`config.mk`:
```
export PLATFORM = sky130hd
export DESIGN_NAME = member_constellation_monitor
export DESIGN_NICKNAME = d
export VERILOG_FILES = /design/src/shared/member_monitor_pkg.sv /design/src/rtl/member_constellation_monitor.sv
export SDC_FILE = /design/constraint.sdc
export NUM_CORES = 1
export LEC_CHECK = 0
export ABC_AREA = 1
export BUFFER_PORTS_ARGS = -buffer_cell sky130_fd_sc_hd__buf_4
export CAP_MARGIN = 20
export CORE_ASPECT_RATIO = 1.25
export CORE_MARGIN = 3
export CORE_UTILIZATION = 35
export DETAILED_ROUTE_END_ITERATION = 10
export HOLD_SLACK_MARGIN = 0.06
export SYNTH_ARGS = -nofsm -noshare
export SYNTH_HDL_FRONTEND = slang
export SYNTH_SLANG_ARGS = --single-unit
```
`constraint.sdc`:
```
create_clock -name sys_clk -period 2.51 [get_ports sys_clk]
set_input_delay 0.251 -clock sys_clk [delete_from_list [all_inputs] [get_ports sys_clk]]
set_output_delay 0.251 -clock sys_clk [all_outputs]
set_load 0.01 [all_outputs]
```
`src/shared/member_monitor_pkg.sv`:
```
package member_monitor_pkg;

    // ------------------------------------------------------------
    // timing
    // ------------------------------------------------------------
    localparam int unsigned CLK_HZ           = 20_000_000;
    localparam int unsigned UPDATE_DELAY_S   = 30;
    localparam longint unsigned UPDATE_DELAY_CYC = longint'(UPDATE_DELAY_S) * CLK_HZ;
    // snapshot is taken this many cycles before the delay ends
    localparam int unsigned SNAP_LEAD_CYC    = 16;

    // ------------------------------------------------------------
    // membership geometry
    // ------------------------------------------------------------
    localparam int unsigned MEMBERS  = 32;
    localparam int unsigned BUSES    = 2;
    localparam int unsigned LAYERS   = 2;
    localparam int unsigned LAYER_LO = 0;
    localparam int unsigned LAYER_HI = 1;

    typedef logic [MEMBERS-1:0] member_map_t;

    // live presence for one layer: primary and redundant bus
    typedef struct packed {
        member_map_t busB;
        member_map_t busA;
    } layer_maps_t;

    // alarm flags for one layer
    typedef struct packed {
        logic redundancyLost;
        logic unexpected;
        logic missing;
    } layer_alarm_t;

    typedef enum logic [1:0] {
        ST_IDLE  = 2'b00,
        ST_DELAY = 2'b01,
        ST_MON   = 2'b10
    } upd_state_t;

endpackage

```
`src/rtl/member_constellation_monitor.sv`:
```
// Contract
// - update order starts 30 s delay timer
// - active flag while timer runs; a setting change does not cancel a running order
// - notify all peers on accepted order
// - alarms of a layer suppressed during that layer's delay after its first cycle
// - snapshot live set shortly before expiry
// - afterwards compare live against stored set
// - stored member gone raises missing alarm
// - unknown member raises unexpected alarm
// - alarms also output as logic flags
// - id or upper setting change clears upper
// - lower setting change clears lower snapshot
// - lower snapshot holds group controllers, sync units
// - upper snapshot holds group units, sync units
// - redundant bus checked, redundancy loss alerted
// - order only on false-to-true trigger edge
`timescale 1ns/1ps
module member_constellation_monitor
    import member_monitor_pkg::*;
#(
    parameter longint unsigned DELAY_CYC = UPDATE_DELAY_CYC,
    parameter int unsigned     LEAD_CYC  = SNAP_LEAD_CYC
) (
    input  wire logic                            sys_clk,
    input  wire logic                            nrst,
    input  wire logic [LAYERS-1:0]               updateTrigger,
    input  wire member_monitor_pkg::layer_maps_t livePresence [LAYERS],
    input  wire logic [LAYERS-1:0]               redundantBus,
    input  wire logic [LAYERS-1:0]               peerUpdateActive,
    input  wire logic [LAYERS-1:0]               cfgChanged,
    output logic [LAYERS-1:0]                    updateActive,
    output logic [LAYERS-1:0]                    updateNotify,
    output member_monitor_pkg::layer_alarm_t     alarmFlags [LAYERS]
);
    import member_monitor_pkg::*;

    // ------------------------------------------------------------
    // pin synchronisers (trigger and peer flag come from outside)
    // ------------------------------------------------------------
    logic [LAYERS-1:0] trigMeta, trigSync, trigPrev;
    logic [LAYERS-1:0] peerMeta, peerSync;
    logic [LAYERS-1:0] next_trigMeta, next_trigSync, next_trigPrev;
    logic [LAYERS-1:0] next_peerMeta, next_peerSync;

    always_comb begin
        next_trigMeta = updateTrigger;
        next_trigSync = trigMeta;
        next_trigPrev = trigSync;
        next_peerMeta = peerUpdateActive;
        next_peerSync = peerMeta;
    end

    always_ff @(posedge sys_clk or negedge nrst) begin
        if (!nrst) begin
            trigMeta <= '0;
            trigSync <= '0;
            trigPrev <= '0;
            peerMeta <= '0;
            peerSync <= '0;
        end else begin
            trigMeta <= next_trigMeta;
            trigSync <= next_trigSync;
            trigPrev <= next_trigPrev;
            peerMeta <= next_peerMeta;
            peerSync <= next_peerSync;
        end
    end

    // ------------------------------------------------------------
    // per layer update sequencer and comparison
    // ------------------------------------------------------------
    localparam int unsigned CW = $clog2(DELAY_CYC + 1);

    for (genvar l = 0; l < LAYERS; l++) begin : g_layer
        upd_state_t  state, next_state;
        logic [CW-1:0] timer, next_timer;
        member_map_t  live [BUSES];
        member_map_t  stored [BUSES], next_stored [BUSES];
        logic         valid, next_valid;
        logic         notify, next_notify;
        logic         active, next_active;
        layer_alarm_t alarm, next_alarm;
        logic         orderEdge;
        logic         snapNow;

        // the live maps arrive from bus logic on this same clock
        assign live[0] = livePresence[l].busA;
        assign live[1] = livePresence[l].busB;
        // level held high blocks further orders until it drops
        assign orderEdge = trigSync[l] & ~trigPrev[l];
        assign snapNow   = (state == ST_DELAY) && (timer == CW'(LEAD_CYC));

        // ------------------------------------------------------------
        // per bus deviation against the stored reference
        // ------------------------------------------------------------
        // the redundant bus only counts when the layer is set up for it
        logic [BUSES-1:0] busUsed;
        logic [BUSES-1:0] busMissing;
        logic [BUSES-1:0] busExtra;

        for (genvar b = 0; b < BUSES; b++) begin : g_bus
            assign busUsed[b]    = (b == 0) || redundantBus[l];
            assign busMissing[b] = busUsed[b] && ((stored[b] & ~live[b]) != '0);
            assign busExtra[b]   = busUsed[b] && ((live[b] & ~stored[b]) != '0);
        end

        always_comb begin
            next_state  = state;
            next_timer  = timer;
            next_valid  = valid;
            next_notify = 1'b0;
            next_stored = stored;
            next_active = 1'b0;
            next_alarm  = '0;
            unique case (state)
                ST_IDLE, ST_MON: begin
                    if (orderEdge) begin
                        next_state  = ST_DELAY;
                        next_timer  = CW'(DELAY_CYC);
                        next_notify = 1'b1;
                    end
                end
                ST_DELAY: begin
                    // a retrigger during the delay is ignored; the running timer wins
                    next_timer = timer - CW'(1);
                    if (snapNow) begin
                        // lower layer: group controllers + sync units of the group,
                        // upper layer: group control units + upper sync units
                        for (int b = 0; b < BUSES; b++) begin
                            next_stored[b] = live[b];
                        end
                        next_valid = 1'b1;
                    end
                    if (timer == CW'(1)) begin
                        next_state = ST_MON;
                    end
                end
                default: next_state = ST_IDLE;
            endcase
            next_active = (next_state == ST_DELAY);
            if (cfgChanged[l]) begin
                // id or interface change discards the snapshot
                next_valid = 1'b0;
                for (int b = 0; b < BUSES; b++) begin
                    next_stored[b] = '0;
                end
                if (state == ST_MON) begin
                    next_state = ST_IDLE;
                end
            end
            // no alarms while any member, this one included, is updating
            if (state == ST_MON && valid && !peerSync[l] && !cfgChanged[l]) begin
                next_alarm.missing    = |busMissing;
                next_alarm.unexpected = |busExtra;
                // member seen on one bus only: redundancy lost
                if (redundantBus[l] && live[0] != live[1]) begin
                    next_alarm.redundancyLost = 1'b1;
                end
            end
        end

        always_ff @(posedge sys_clk or negedge nrst) begin
            if (!nrst) begin
                state  <= ST_IDLE;
                timer  <= '0;
                valid  <= 1'b0;
                notify <= 1'b0;
                active <= 1'b0;
                alarm  <= '0;
                for (int b = 0; b < BUSES; b++) begin
                    stored[b] <= '0;
                end
            end else begin
                state  <= next_state;
                timer  <= next_timer;
                valid  <= next_valid;
                notify <= next_notify;
                active <= next_active;
                alarm  <= next_alarm;
                for (int b = 0; b < BUSES; b++) begin
                    stored[b] <= next_stored[b];
                end
            end
        end

        assign updateActive[l] = active;
        assign updateNotify[l] = notify;
        assign alarmFlags[l]   = alarm;
    end

endmodule // member_constellation_monitor

```
==> flow_summary.json, run 1 <==
{
  "fin_cells": 2671,
  "die_h_um": 223,
  "grt_pass1_vias": 12300,
  "drtIter0Drc": 769,
  "regToRegEndpoint": "g_layer[1].stored[35]",
  "synth_fp_nets": 2039,
  "highest_layer": "met5",
  "yosysWarnings": 0,
  "hold_path_end": "g_layer[0].stored[12]",
  "fp-row-count": 78,
  "die_width_um": 179,
  "path_clk_slew_ns": 0.06,
  "clockRootBuffer": "clkbuf_16",
  "synth_compound_area_frac": 0.111,
  "leakagePower_nw": 8.56,
  "fmaxAchievable_mhz": 462,
  "wl_met1_um": 15800,
  "drcViolationCount": 0,
  "slowest_delay_ns": 0.58,
  "end_kind": "register",
  "grt_pass1_wl_um": 58600,
  "synth_top_family_by_area": "simple AND/OR/NAND/NOR gates",
  "io-pin-count": 148,
  "synthTopCellsByArea": "dfrtp_1 41%, nand2_1 18%, inv_1 7.5%",
  "wl_per_cell_um": 13.3,
  "routed_wirelength_um": 35500,
  "reg2regPathDepth": 9,
  "worstPathArrival_ns": 2.64,
  "cts_tree": "yes",
  "clock_latency_ns": 0.54,
  "synth_cell_types": 38,
  "setup_viol": 0,
  "synth_adder_area_share": 0.00381,
  "cts.sinks": 214,
  "cp_data_required_time_ns": 2.99,
  "antenna_found_initial": 1,
  "muxShareOfSynthArea": 0.000762,
  "overflow": 0,
  "grt_max_degree": 66,
  "cap_viol_max_count": 0,
  "drive_above_1_share": 0.156,
  "grt.total_usage": 0.175,
  "crit_type": "reg -> reg",
  "rsz0062_at_grt": "false",
  "met3RoutedLength_um": 1730,
  "worstHoldStart": "livePresence[108]",
  "cp_num_buf_inv": 2,
  "crit_top_cell": "nand2_1",
  "setup_tns_ns": 0,
  "status": "completed",
  "r2r_setup_slack_ns": 0.34,
  "syn_area_per_cell_sq_um": 6.92,
  "cp.depth": 9,
  "nets": 2315,
  "setup_ws_ns": 0.345,
  "diodes": 0,
  "final_core_utilization": 0.461,
  "syn_to_final_growth_pct": 28.7,
  "cp_slowest_cell": "buf_6",
  "coreArea_sq_um": 36700,
  "die-area_sq_um": 39900,
  "dp.cells": 2491,
  "slew_headroom": 0.415,
  "routabilityCongestion": 0.817,
  "path_cells": "inv_1, ha_1, nand2_1, nor2_2, nand3_2, nor2_8, buf_6, nand3_1, nand2_1",
  "hold_viol": 0,
  "synth_common_cells": "629 x nand2_1, 263 x inv_1, 230 x nor2_1",
  "dr_wl_met2_um": 17200,
  "via_count": 12500,
  "async_reset_ff_frac": 1.00,
  "htree_levels": 1,
  "cts_buffer_depth": 3,
  "netlist.area_leader.share": 0.408,
  "drt-pass1-iter-count": 6,
  "holdCritPathClass": "in -> reg",
  "dp_hpwl_um": 24700,
  "port_buffers": 147,
  "drv_slew": 0,
  "finalClockSkew_ns": 0.0234,
  "fin_crit_sh": 0.863,
  "synth-xor-area-share": 0.00333,
  "synth_area_leader_cell": "dfrtp_1",
  "synthMostInstantiatedCell": "nand2_1",
  "worstMarginPinSlew_ns": 0.876,
  "antenna_left": 0,
  "start_util": 0.358,
  "power_density_nw_per_um2": 570,
  "cts_buffers": 25,
  "crit_family": "simple AND/OR/NAND/NOR gates",
  "via_per_inst": 4.69,
  "worstSetupStartpointType": "register",
  "ys_seq_area_frac": 0.408,
  "worstReg2RegStart": "g_layer[1].timer[0]",
  "min_period_ns": 2.17,
  "syn_inst": 1897,
  "ys.flop_type": "dfrtp_1",
  "ir_worst_vdd_mv": 0.460,
  "synth_edf_count": 0,
  "synth_area_sq_um": 13100,
  "synth_simple_gate_area_share": 0.369,
  "place_ws_ns": 0.0951,
  "synth-seq-cells": 214,
  "holdPathStages": 3,
  "critPathMaxFanout": 65
}
## flip-flops by register name, summed over array words and instances, names as in the netlist
signal and count:
peerSync 2, trigPrev 2, next_trigSync 2, g_layer.stored 128, g_layer.state 4, g_layer.timer 60
g_layer.valid 2, g_layer.notify 2, next_peerSync 2, next_trigPrev 2, alarmFlags 6, g_layer.active 2
## where the power goes
group	total [mW]	leakage [nW]	switching, mW	internal, mW
registers	3.88	2.83	0.206	3.67
clock network	3.97	0.451	1.52	2.45
logic	1.79	5.28	1.07	0.717
## routing by layer
| layer | global-route usage | up-vias |
|---|---|---|
| li1 | - | 6476 |
| met1 | 0.222 | 5726 |
| met2 | 0.312 | 271 |
| met3 | 0.0239 | 49 |
| met4 | 0.0422 | 2 |
| met5 | 0 | - |
## cells by family after synthesis
group                      Yosys count
and+or+nand+nor                   1106
buffers and inverters              316
adders and majority gates            4
muxes                                1
xor gates and xnor gates             5
AOI/OAI and AO/OA                  251
DFF                                214
## cell type report
cell class / instances / area (sq um)
Timing Repair Buffer: 298 / 2630
Fill cell: 3628 / 19800
Inverter: 266 / 998
Clock buffer: 34 / 729
Sequential cell: 214 / 5360
Clock inverter: 11 / 170
Multi-Input combinational cell: 1368 / 6420
Tap cell: 480 / 601
## cells in the final DEF (no fill, tap or decap), drive strengths merged
master / instances
nand4: 12
inv: 267
or2: 6
dfrtp: 214
dlygate4sd3: 134
clkbuf: 34
clkinv: 6
and3: 1
o2bb2ai: 2
nor2: 248
nand3: 193
nor3: 6
o32ai: 1
buf: 164
nand2: 633
ha: 4
nand3b: 5
nor3b: 1
a21oi: 8
o21ai: 235
o22ai: 3
bufinv: 4
xor2: 5
mux2i: 1
and2: 2
o211ai: 2
## worst register-to-register path: cells and delay by family (launching register included)
family	cells	cell delay (ns)
adders and majority gates	1	0.20
and+or+nand+nor	6	0.87
DFF	1	0.38
buffers and inverters	2	0.69
## how the worst max path moves through the flow
stage               slack, ns                 from               endpoint
floorplan                0.95  g_layer[1].timer[0]   g_layer[1].stored[0]
global placement         0.16  g_layer[1].timer[0]  g_layer[1].stored[28]
detailed placement        0.1  g_layer[1].timer[0]   g_layer[1].stored[0]
CTS                       0.1  g_layer[1].timer[0]  g_layer[1].stored[44]
global route             0.13  g_layer[1].timer[0]  g_layer[1].stored[40]
finish                   0.34  g_layer[1].timer[0]  g_layer[1].stored[35]
## what timing repair did
item,in CTS,in global routing
hold endpoints to repair,191,0
setup buffers,0,0
hold buffers,134,0
setup endpoints to repair,0,33
gates resized for setup,0,1
## metrics by stage
step                      power, mW  instance area [sq um]  hold WS (ns)
after floorplan                4.91                  13100       -0.0446
after global placement         5.53                  14700         0.233
after detailed placement       5.57                  14700         0.233
after CTS                      9.74                  16900        0.0702
after global routing           10.2                  16900        0.0873
final                          9.64                  16900        0.0817
(Power assumes the default switching activity.)
==> inputs of run 2 (changes only) <==
--- a/config.mk
+++ b/config.mk
@@ -6,12 +6,12 @@
 export NUM_CORES = 1
 export LEC_CHECK = 0
 export ABC_AREA = 1
-export BUFFER_PORTS_ARGS = -buffer_cell sky130_fd_sc_hd__buf_4
 export CAP_MARGIN = 20
 export CORE_ASPECT_RATIO = 1.25
 export CORE_MARGIN = 3
 export CORE_UTILIZATION = 35
 export DETAILED_ROUTE_END_ITERATION = 10
+export DONT_BUFFER_PORTS = 1
 export HOLD_SLACK_MARGIN = 0.06
 export SYNTH_ARGS = -nofsm -noshare
 export SYNTH_HDL_FRONTEND = slang
==> constraint.sdc (replaced) <==
create_clock -name sys_clk -period 1.8 [get_ports sys_clk]
set_input_delay 0.18 -clock sys_clk [delete_from_list [all_inputs] [get_ports sys_clk]]
set_output_delay 0.18 -clock sys_clk [all_outputs]
set_load 0.01 [all_outputs]
==> run 2 against run 1 <==
The run now ends with hold timing left. Non-clock buffer count fell by 98. First-iteration DRC count rose by 13%. Combinational power rose by 36%. Die area did not move. Utilization is 1.1 points lower. Critical path depth increased by 2. Clock skew down 0.0099 ns. Critical endpoint is now g_layer[1].stored[28]. Critical path type unchanged. Hold slack got worse by 0.75 ns. Sequential share of layout area rose by 0.81 points.
==> flow_summary.json, run 2 (same netlist as run 1, synthesis figures left out) <==
{
  "path_cells": "inv_2, ha_4, nand2_2, nor2_4, nand3_4, nor2_8, nor2_4, buf_12, clkbuf_16, nand2_1, nand2_1",
  "grt.total_usage": 0.181,
  "final_area_sq_um": 16500,
  "cts_hold_buf": 137,
  "dp_hpwl_um": 24100,
  "fp-row-count": 78,
  "die_width_um": 179,
  "rsz0062_at_grt": "true",
  "grt_max_degree": 215,
  "clockRootBuffer": "clkbuf_16",
  "hold_viol": 214,
  "dpl_cell_area_sq_um": 13900,
  "clock_latency_ns": 0.56,
  "final_common_cell": "nand2_1",
  "drtIter0Drc": 866,
  "crit_type": "reg -> reg",
  "start_util": 0.358,
  "leakagePower_nw": 8.18,
  "hold_ws_ns": -0.672,
  "syn_to_final_growth_pct": 25.5,
  "worstPathArrival_ns": 2.16,
  "nets": 2218,
  "htree_levels": 1,
  "finalClockSkew_ns": 0.0135,
  "final_core_utilization": 0.449,
  "worstMarginPinSlew_ns": 0.609,
  "mostFrequentLayoutCells": "626 x nand2_1, 259 x inv_1, 219 x nor2_1, 213 x dfrtp_1, 181 x o21ai_0",
  "ir_worst_vdd_mv": 0.627,
  "holdCritPathClass": "in -> async",
  "end_kind": "register",
  "slew_headroom": 0.594,
  "power_mw": 13.7,
  "grt_pass1_vias": 12400,
  "routabilityCongestion": 0.845,
  "via_per_inst": 4.88,
  "wl_per_cell_um": 14.4,
  "worstSetupStartpointType": "register",
  "io-pin-count": 148,
  "fmaxAchievable_mhz": 584,
  "setup_tns_ns": 0,
  "drv_slew": 0,
  "via_count": 12600,
  "cap_viol_max_count": 0,
  "grt_pass1_wl_um": 60100,
  "antenna_found_initial": 1,
  "cts_tree": "yes",
  "cp_data_required_time_ns": 2.25,
  "port_buffers": 0,
  "diodes": 0,
  "cp_slowest_cell": "dfrtp_1",
  "coreArea_sq_um": 36700,
  "routed_wirelength_um": 37000,
  "status": "finished, violations left",
  "cts_buffer_depth": 3,
  "die-area_sq_um": 39900,
  "setup_viol": 0,
  "fin_crit_sh": 0.951,
  "slowest_delay_ns": 0.39,
  "critPathMaxFanout": 12,
  "drt-pass1-iter-count": 7,
  "cp_num_buf_inv": 3,
  "cts.sinks": 214,
  "path_clk_slew_ns": 0.06,
  "drcViolationCount": 0,
  "regMostFlops": "g_layer.stored",
  "largest_reg_flops": 128,
  "min_period_ns": 1.71,
  "die_h_um": 223,
  "antenna_left": 0,
  "violations": "hold timing",
  "crit_family": "simple AND/OR/NAND/NOR gates",
  "power_density_nw_per_um2": 832,
  "overflow": 0,
  "drive_above_1_share": 0.125,
  "r2r_setup_slack_ns": 0.09,
  "cts_buffers": 27
}
run 2: cell types whose count changed in the layout (fill, tap and decap cells not counted), moves of 4 or more:
cell,previous run,this run
buf_12,4,11
nor2_1,230,219
clkinv_2,6,2
buf_4,158,47
clkbuf_16,25,30
nor2_2,11,15
nor2_4,6,12
run 2: path summary, 6_finish.rpt:
kind,from,to,cells after the start
min in group sys_clk,livePresence[109],alarmFlags[4],7
setup / recovery,g_layer[1].timer[1],g_layer[1].stored[28],11
max in group asynchronous,nrst,g_layer[1].timer[16],0
setup reg to reg,g_layer[1].timer[1],g_layer[1].stored[28],11
hold reg to reg,next_trigSync[1],next_trigPrev[1],0
hold / removal,nrst,g_layer[1].stored[17],0
run 2: repair_timing:
item | 4_1_cts | 5_1_grt
gates resized for setup | 0 | 30
hold endpoints to repair | 357 | 214
setup endpoints to repair | 0 | 141
setup buffers | 0 | 14
run 2: layout make-up:
class	count	area, sq um
clock buffers	41	828
clock inverters	9	145
fillers	3623	20200
well taps	480	601
multi-input cells	1367	6500
flip-flops and latches	214	5360
inverters	266	998
repair buffers	200	2060
run 2: per-layer routing:
layer / track usage / part of all wire
met2: 0.310 / 0.48
met4: 0.0654 / 0.034
met3: 0.0306 / 0.060
met1: 0.228 / 0.43
met5: 0 / 0.00035
run 2: per-stage QoR:
step,cells,setup slack (ns)
floorplan,1897,0.237
finish,2577,0.0887
detailed placement,2373,0.0323
global route,2577,-0.0417
CTS,2560,0.0168
global placement,2373,0.0264
run 2: power by group:
part	internal (mW)	switching, mW	total, mW
Combinational	1.04	1.40	2.44
Sequential	5.13	0.316	5.44
Clock	3.62	2.23	5.84
Total	9.78	3.94	13.7
==> inputs of run 3 (changes only) <==
--- a/config.mk
+++ b/config.mk
@@ -5,11 +5,11 @@
 export SDC_FILE = /design/constraint.sdc
 export NUM_CORES = 1
 export LEC_CHECK = 0
-export ABC_AREA = 1
 export CAP_MARGIN = 20
 export CORE_ASPECT_RATIO = 1.25
 export CORE_MARGIN = 3
 export CORE_UTILIZATION = 35
+export CTS_CLUSTER_DIAMETER = 200
 export DETAILED_ROUTE_END_ITERATION = 10
 export DONT_BUFFER_PORTS = 1
 export HOLD_SLACK_MARGIN = 0.06
==> run 3 against run 2 <==
First-iteration DRC count up 14%. Fmax down 21%. Flip-flop and latch count unchanged. Routed wire length up 8.8%. Critical endpoint is now g_layer[1].timer[13]. The run ends with hold timing, setup timing left. Utilization up 7.2 points. Largest cell class unchanged. Highest routed layer is now met4. Count of clock-buffer cells in the layout down 13.
==> flow_summary.json, run 3 <==
{
  "grt.total_usage": 0.218,
  "violations": "hold timing, setup timing",
  "drive_above_1_share": 0.218,
  "syn_area_per_cell_sq_um": 10.3,
  "cp_data_required_time_ns": 2.21,
  "power_density_nw_per_um2": 906,
  "cts_hold_buf": 136,
  "clockRootBuffer": "clkbuf_16",
  "syn_to_final_growth_pct": 46.6,
  "hold_ws_ns": -0.677,
  "antenna_left": 0,
  "setup_ws_ns": -0.377,
  "fp-row-count": 72,
  "leakagePower_nw": 7.21,
  "worstMarginPinSlew_ns": 0.546,
  "status": "finished, violations left",
  "holdCritPathClass": "in -> async",
  "overflow": 0,
  "routed_wirelength_um": 40300,
  "seq_area_sq_um": 5360,
  "regMostFlops": "g_layer.stored",
  "ir_worst_vdd_mv": 0.740,
  "ys_seq_area_frac": 0.486,
  "io-pin-count": 148,
  "via_per_inst": 5.79,
  "fmaxAchievable_mhz": 459,
  "synth-seq-cells": 214,
  "via_count": 10400,
  "slowest_delay_ns": 0.39,
  "drcViolationCount": 0,
  "grt_pass1_vias": 10500,
  "wl_per_cell_um": 22.4,
  "setup_tns_ns": -33.73,
  "die-area_sq_um": 33600,
  "rsz0062_at_grt": "true",
  "slew_headroom": 0.626,
  "drv_slew": 0,
  "dp_hpwl_um": 23700,
  "multiInputGateArea_sq_um": 5600,
  "worstSetupStartpointType": "register",
  "grt_pass1_wl_um": 58500,
  "synth_cell_types": 55,
  "crit_type": "reg -> reg",
  "fin_cells": 1797,
  "setup_viol": 155,
  "cts_buffers": 25,
  "synthTopCellsByArea": "dfrtp_1 49%, a22o_1 10%, xnor2_1 6.2%",
  "cap_viol_max_count": 0,
  "drtIter0Drc": 986,
  "cts_buffer_depth": 3,
  "syn_inst": 1072,
  "critPathMaxFanout": 3,
  "yosysWarnings": 0,
  "coreArea_sq_um": 31000,
  "port_buffers": 0,
  "power_mw": 14.6,
  "die_width_um": 165,
  "cp_slowest_cell": "dfrtp_1",
  "largest_reg_flops": 128,
  "mostFrequentLayoutCells": "214 x dfrtp_1, 136 x dlygate4sd3_1, 130 x a22o_1, 124 x inv_1, 116 x buf_4",
  "grt_max_degree": 215,
  "clock_latency_ns": 0.55,
  "netlist.area_leader.share": 0.486,
  "synth_common_cells": "214 x dfrtp_1, 130 x a22o_1, 127 x inv_1",
  "finalClockSkew_ns": 0.0244,
  "worstPathArrival_ns": 2.59,
  "cts.sinks": 214,
  "synth_area_sq_um": 11000,
  "dp.cells": 1556,
  "synth_fp_nets": 1214,
  "final_common_cell": "dfrtp_1",
  "cts_tree": "yes",
  "min_period_ns": 2.18,
  "fin_crit_sh": 1.21,
  "nets": 1510,
  "ys.flop_type": "dfrtp_1",
  "htree_levels": 1,
  "path_cells": "buf_6, nor4_4, buf_4, nand4_1, or3_1, or3_4, mux2i_2",
  "antenna_found_initial": 3,
  "synth_edf_count": 0,
  "end_kind": "register",
  "synthMostInstantiatedCell": "dfrtp_1",
  "routabilityCongestion": 0.920,
  "hold_viol": 214,
  "start_util": 0.355,
  "die_h_um": 204,
  "drt-pass1-iter-count": 7,
  "async_reset_ff_frac": 1.00,
  "path_clk_slew_ns": 0.07,
  "fillers": 2645,
  "synth_area_leader_cell": "dfrtp_1"
}
==> run 3: worst max-delay path: cells and delay by family (launching register included) <==
family / cells / cell delay (ns)
buffers and inverters: 2 / 0.29
AND/OR/NAND/NOR: 4 / 1.22
multiplexers: 1 / 0.15
flip-flops: 1 / 0.39
==> run 3: path summary, 6_finish.rpt <==
path	startpoint	endpoint	slack, ns	depth (start not counted)
max in group asynchronous	nrst	g_layer[1].stored[28]	2.05	0
worst min-delay path	nrst	g_layer[0].stored[58]	-0.68	0
worst max-delay path	g_layer[1].timer[3]	g_layer[1].timer[13]	-0.38	7
min in group sys_clk	livePresence[118]	alarmFlags[3]	0.09	5
worst max register to register	g_layer[1].timer[3]	g_layer[1].timer[13]	-0.38	7
worst min register to register	next_trigSync[0]	next_trigPrev[0]	0.35	0
==> run 3: cells by family after synthesis <==
kind of cell / synth area share
compound gates: 0.211
simple gates: 0.153
flops: 0.486
buf+inv: 0.0632
xor+xnor: 0.0644
mux: 0.0173
fa+ha+maj: 0.00454
==> run 3: metal layers <==
layer | global-route usage | wire length (um)
met1 | 0.276 | 15300
met2 | 0.364 | 19100
met3 | 0.0418 | 3710
met4 | 0.0884 | 2160
met5 | 0 | 0
==> run 3: cell type report <==
cell class / count / area share
Multi-Input combinational cell: 692 / 0.347
Sequential cell: 214 / 0.332
Timing Repair Buffer: 308 / 0.202
Clock buffer: 28 / 0.0407
Tap cell: 407 / 0.0315
Inverter: 127 / 0.0295
Clock inverter: 18 / 0.0174
Antenna cell: 3 / 0.000465
==> run 3: repair_timing <==
action / in CTS / in global routing
endpoints found under the setup margin: 161 / 178
setup buffers: 25 / 15
gates resized for setup: 64 / 72
endpoints found under the hold margin: 358 / 214
cloned: 7 / 21
pin swaps: 27 / 125
==> run 3: where the power goes <==
group | switching, mW | internal, mW | total, mW
Clock | 2.19 | 3.64 | 5.83
Sequential | 0.281 | 5.15 | 5.43
Combinational | 1.63 | 1.73 | 3.36
Total | 4.10 | 10.5 | 14.6
==> run 3: per-stage QoR <==
| step | utilization | setup slack, ns | area, sq um |
|---|---|---|---|
| 4_1_cts | 0.495 | -0.263 | 15300 |
| 5_1_grt | 0.521 | -0.441 | 16100 |
| 3_3_place_gp | 0.400 | -0.293 | 12400 |
| 2_1_floorplan | - | -0.258 | 11200 |
| 3_5_place_dp | 0.400 | -0.356 | 12400 |
| 6_report | 0.521 | -0.377 | 16100 |
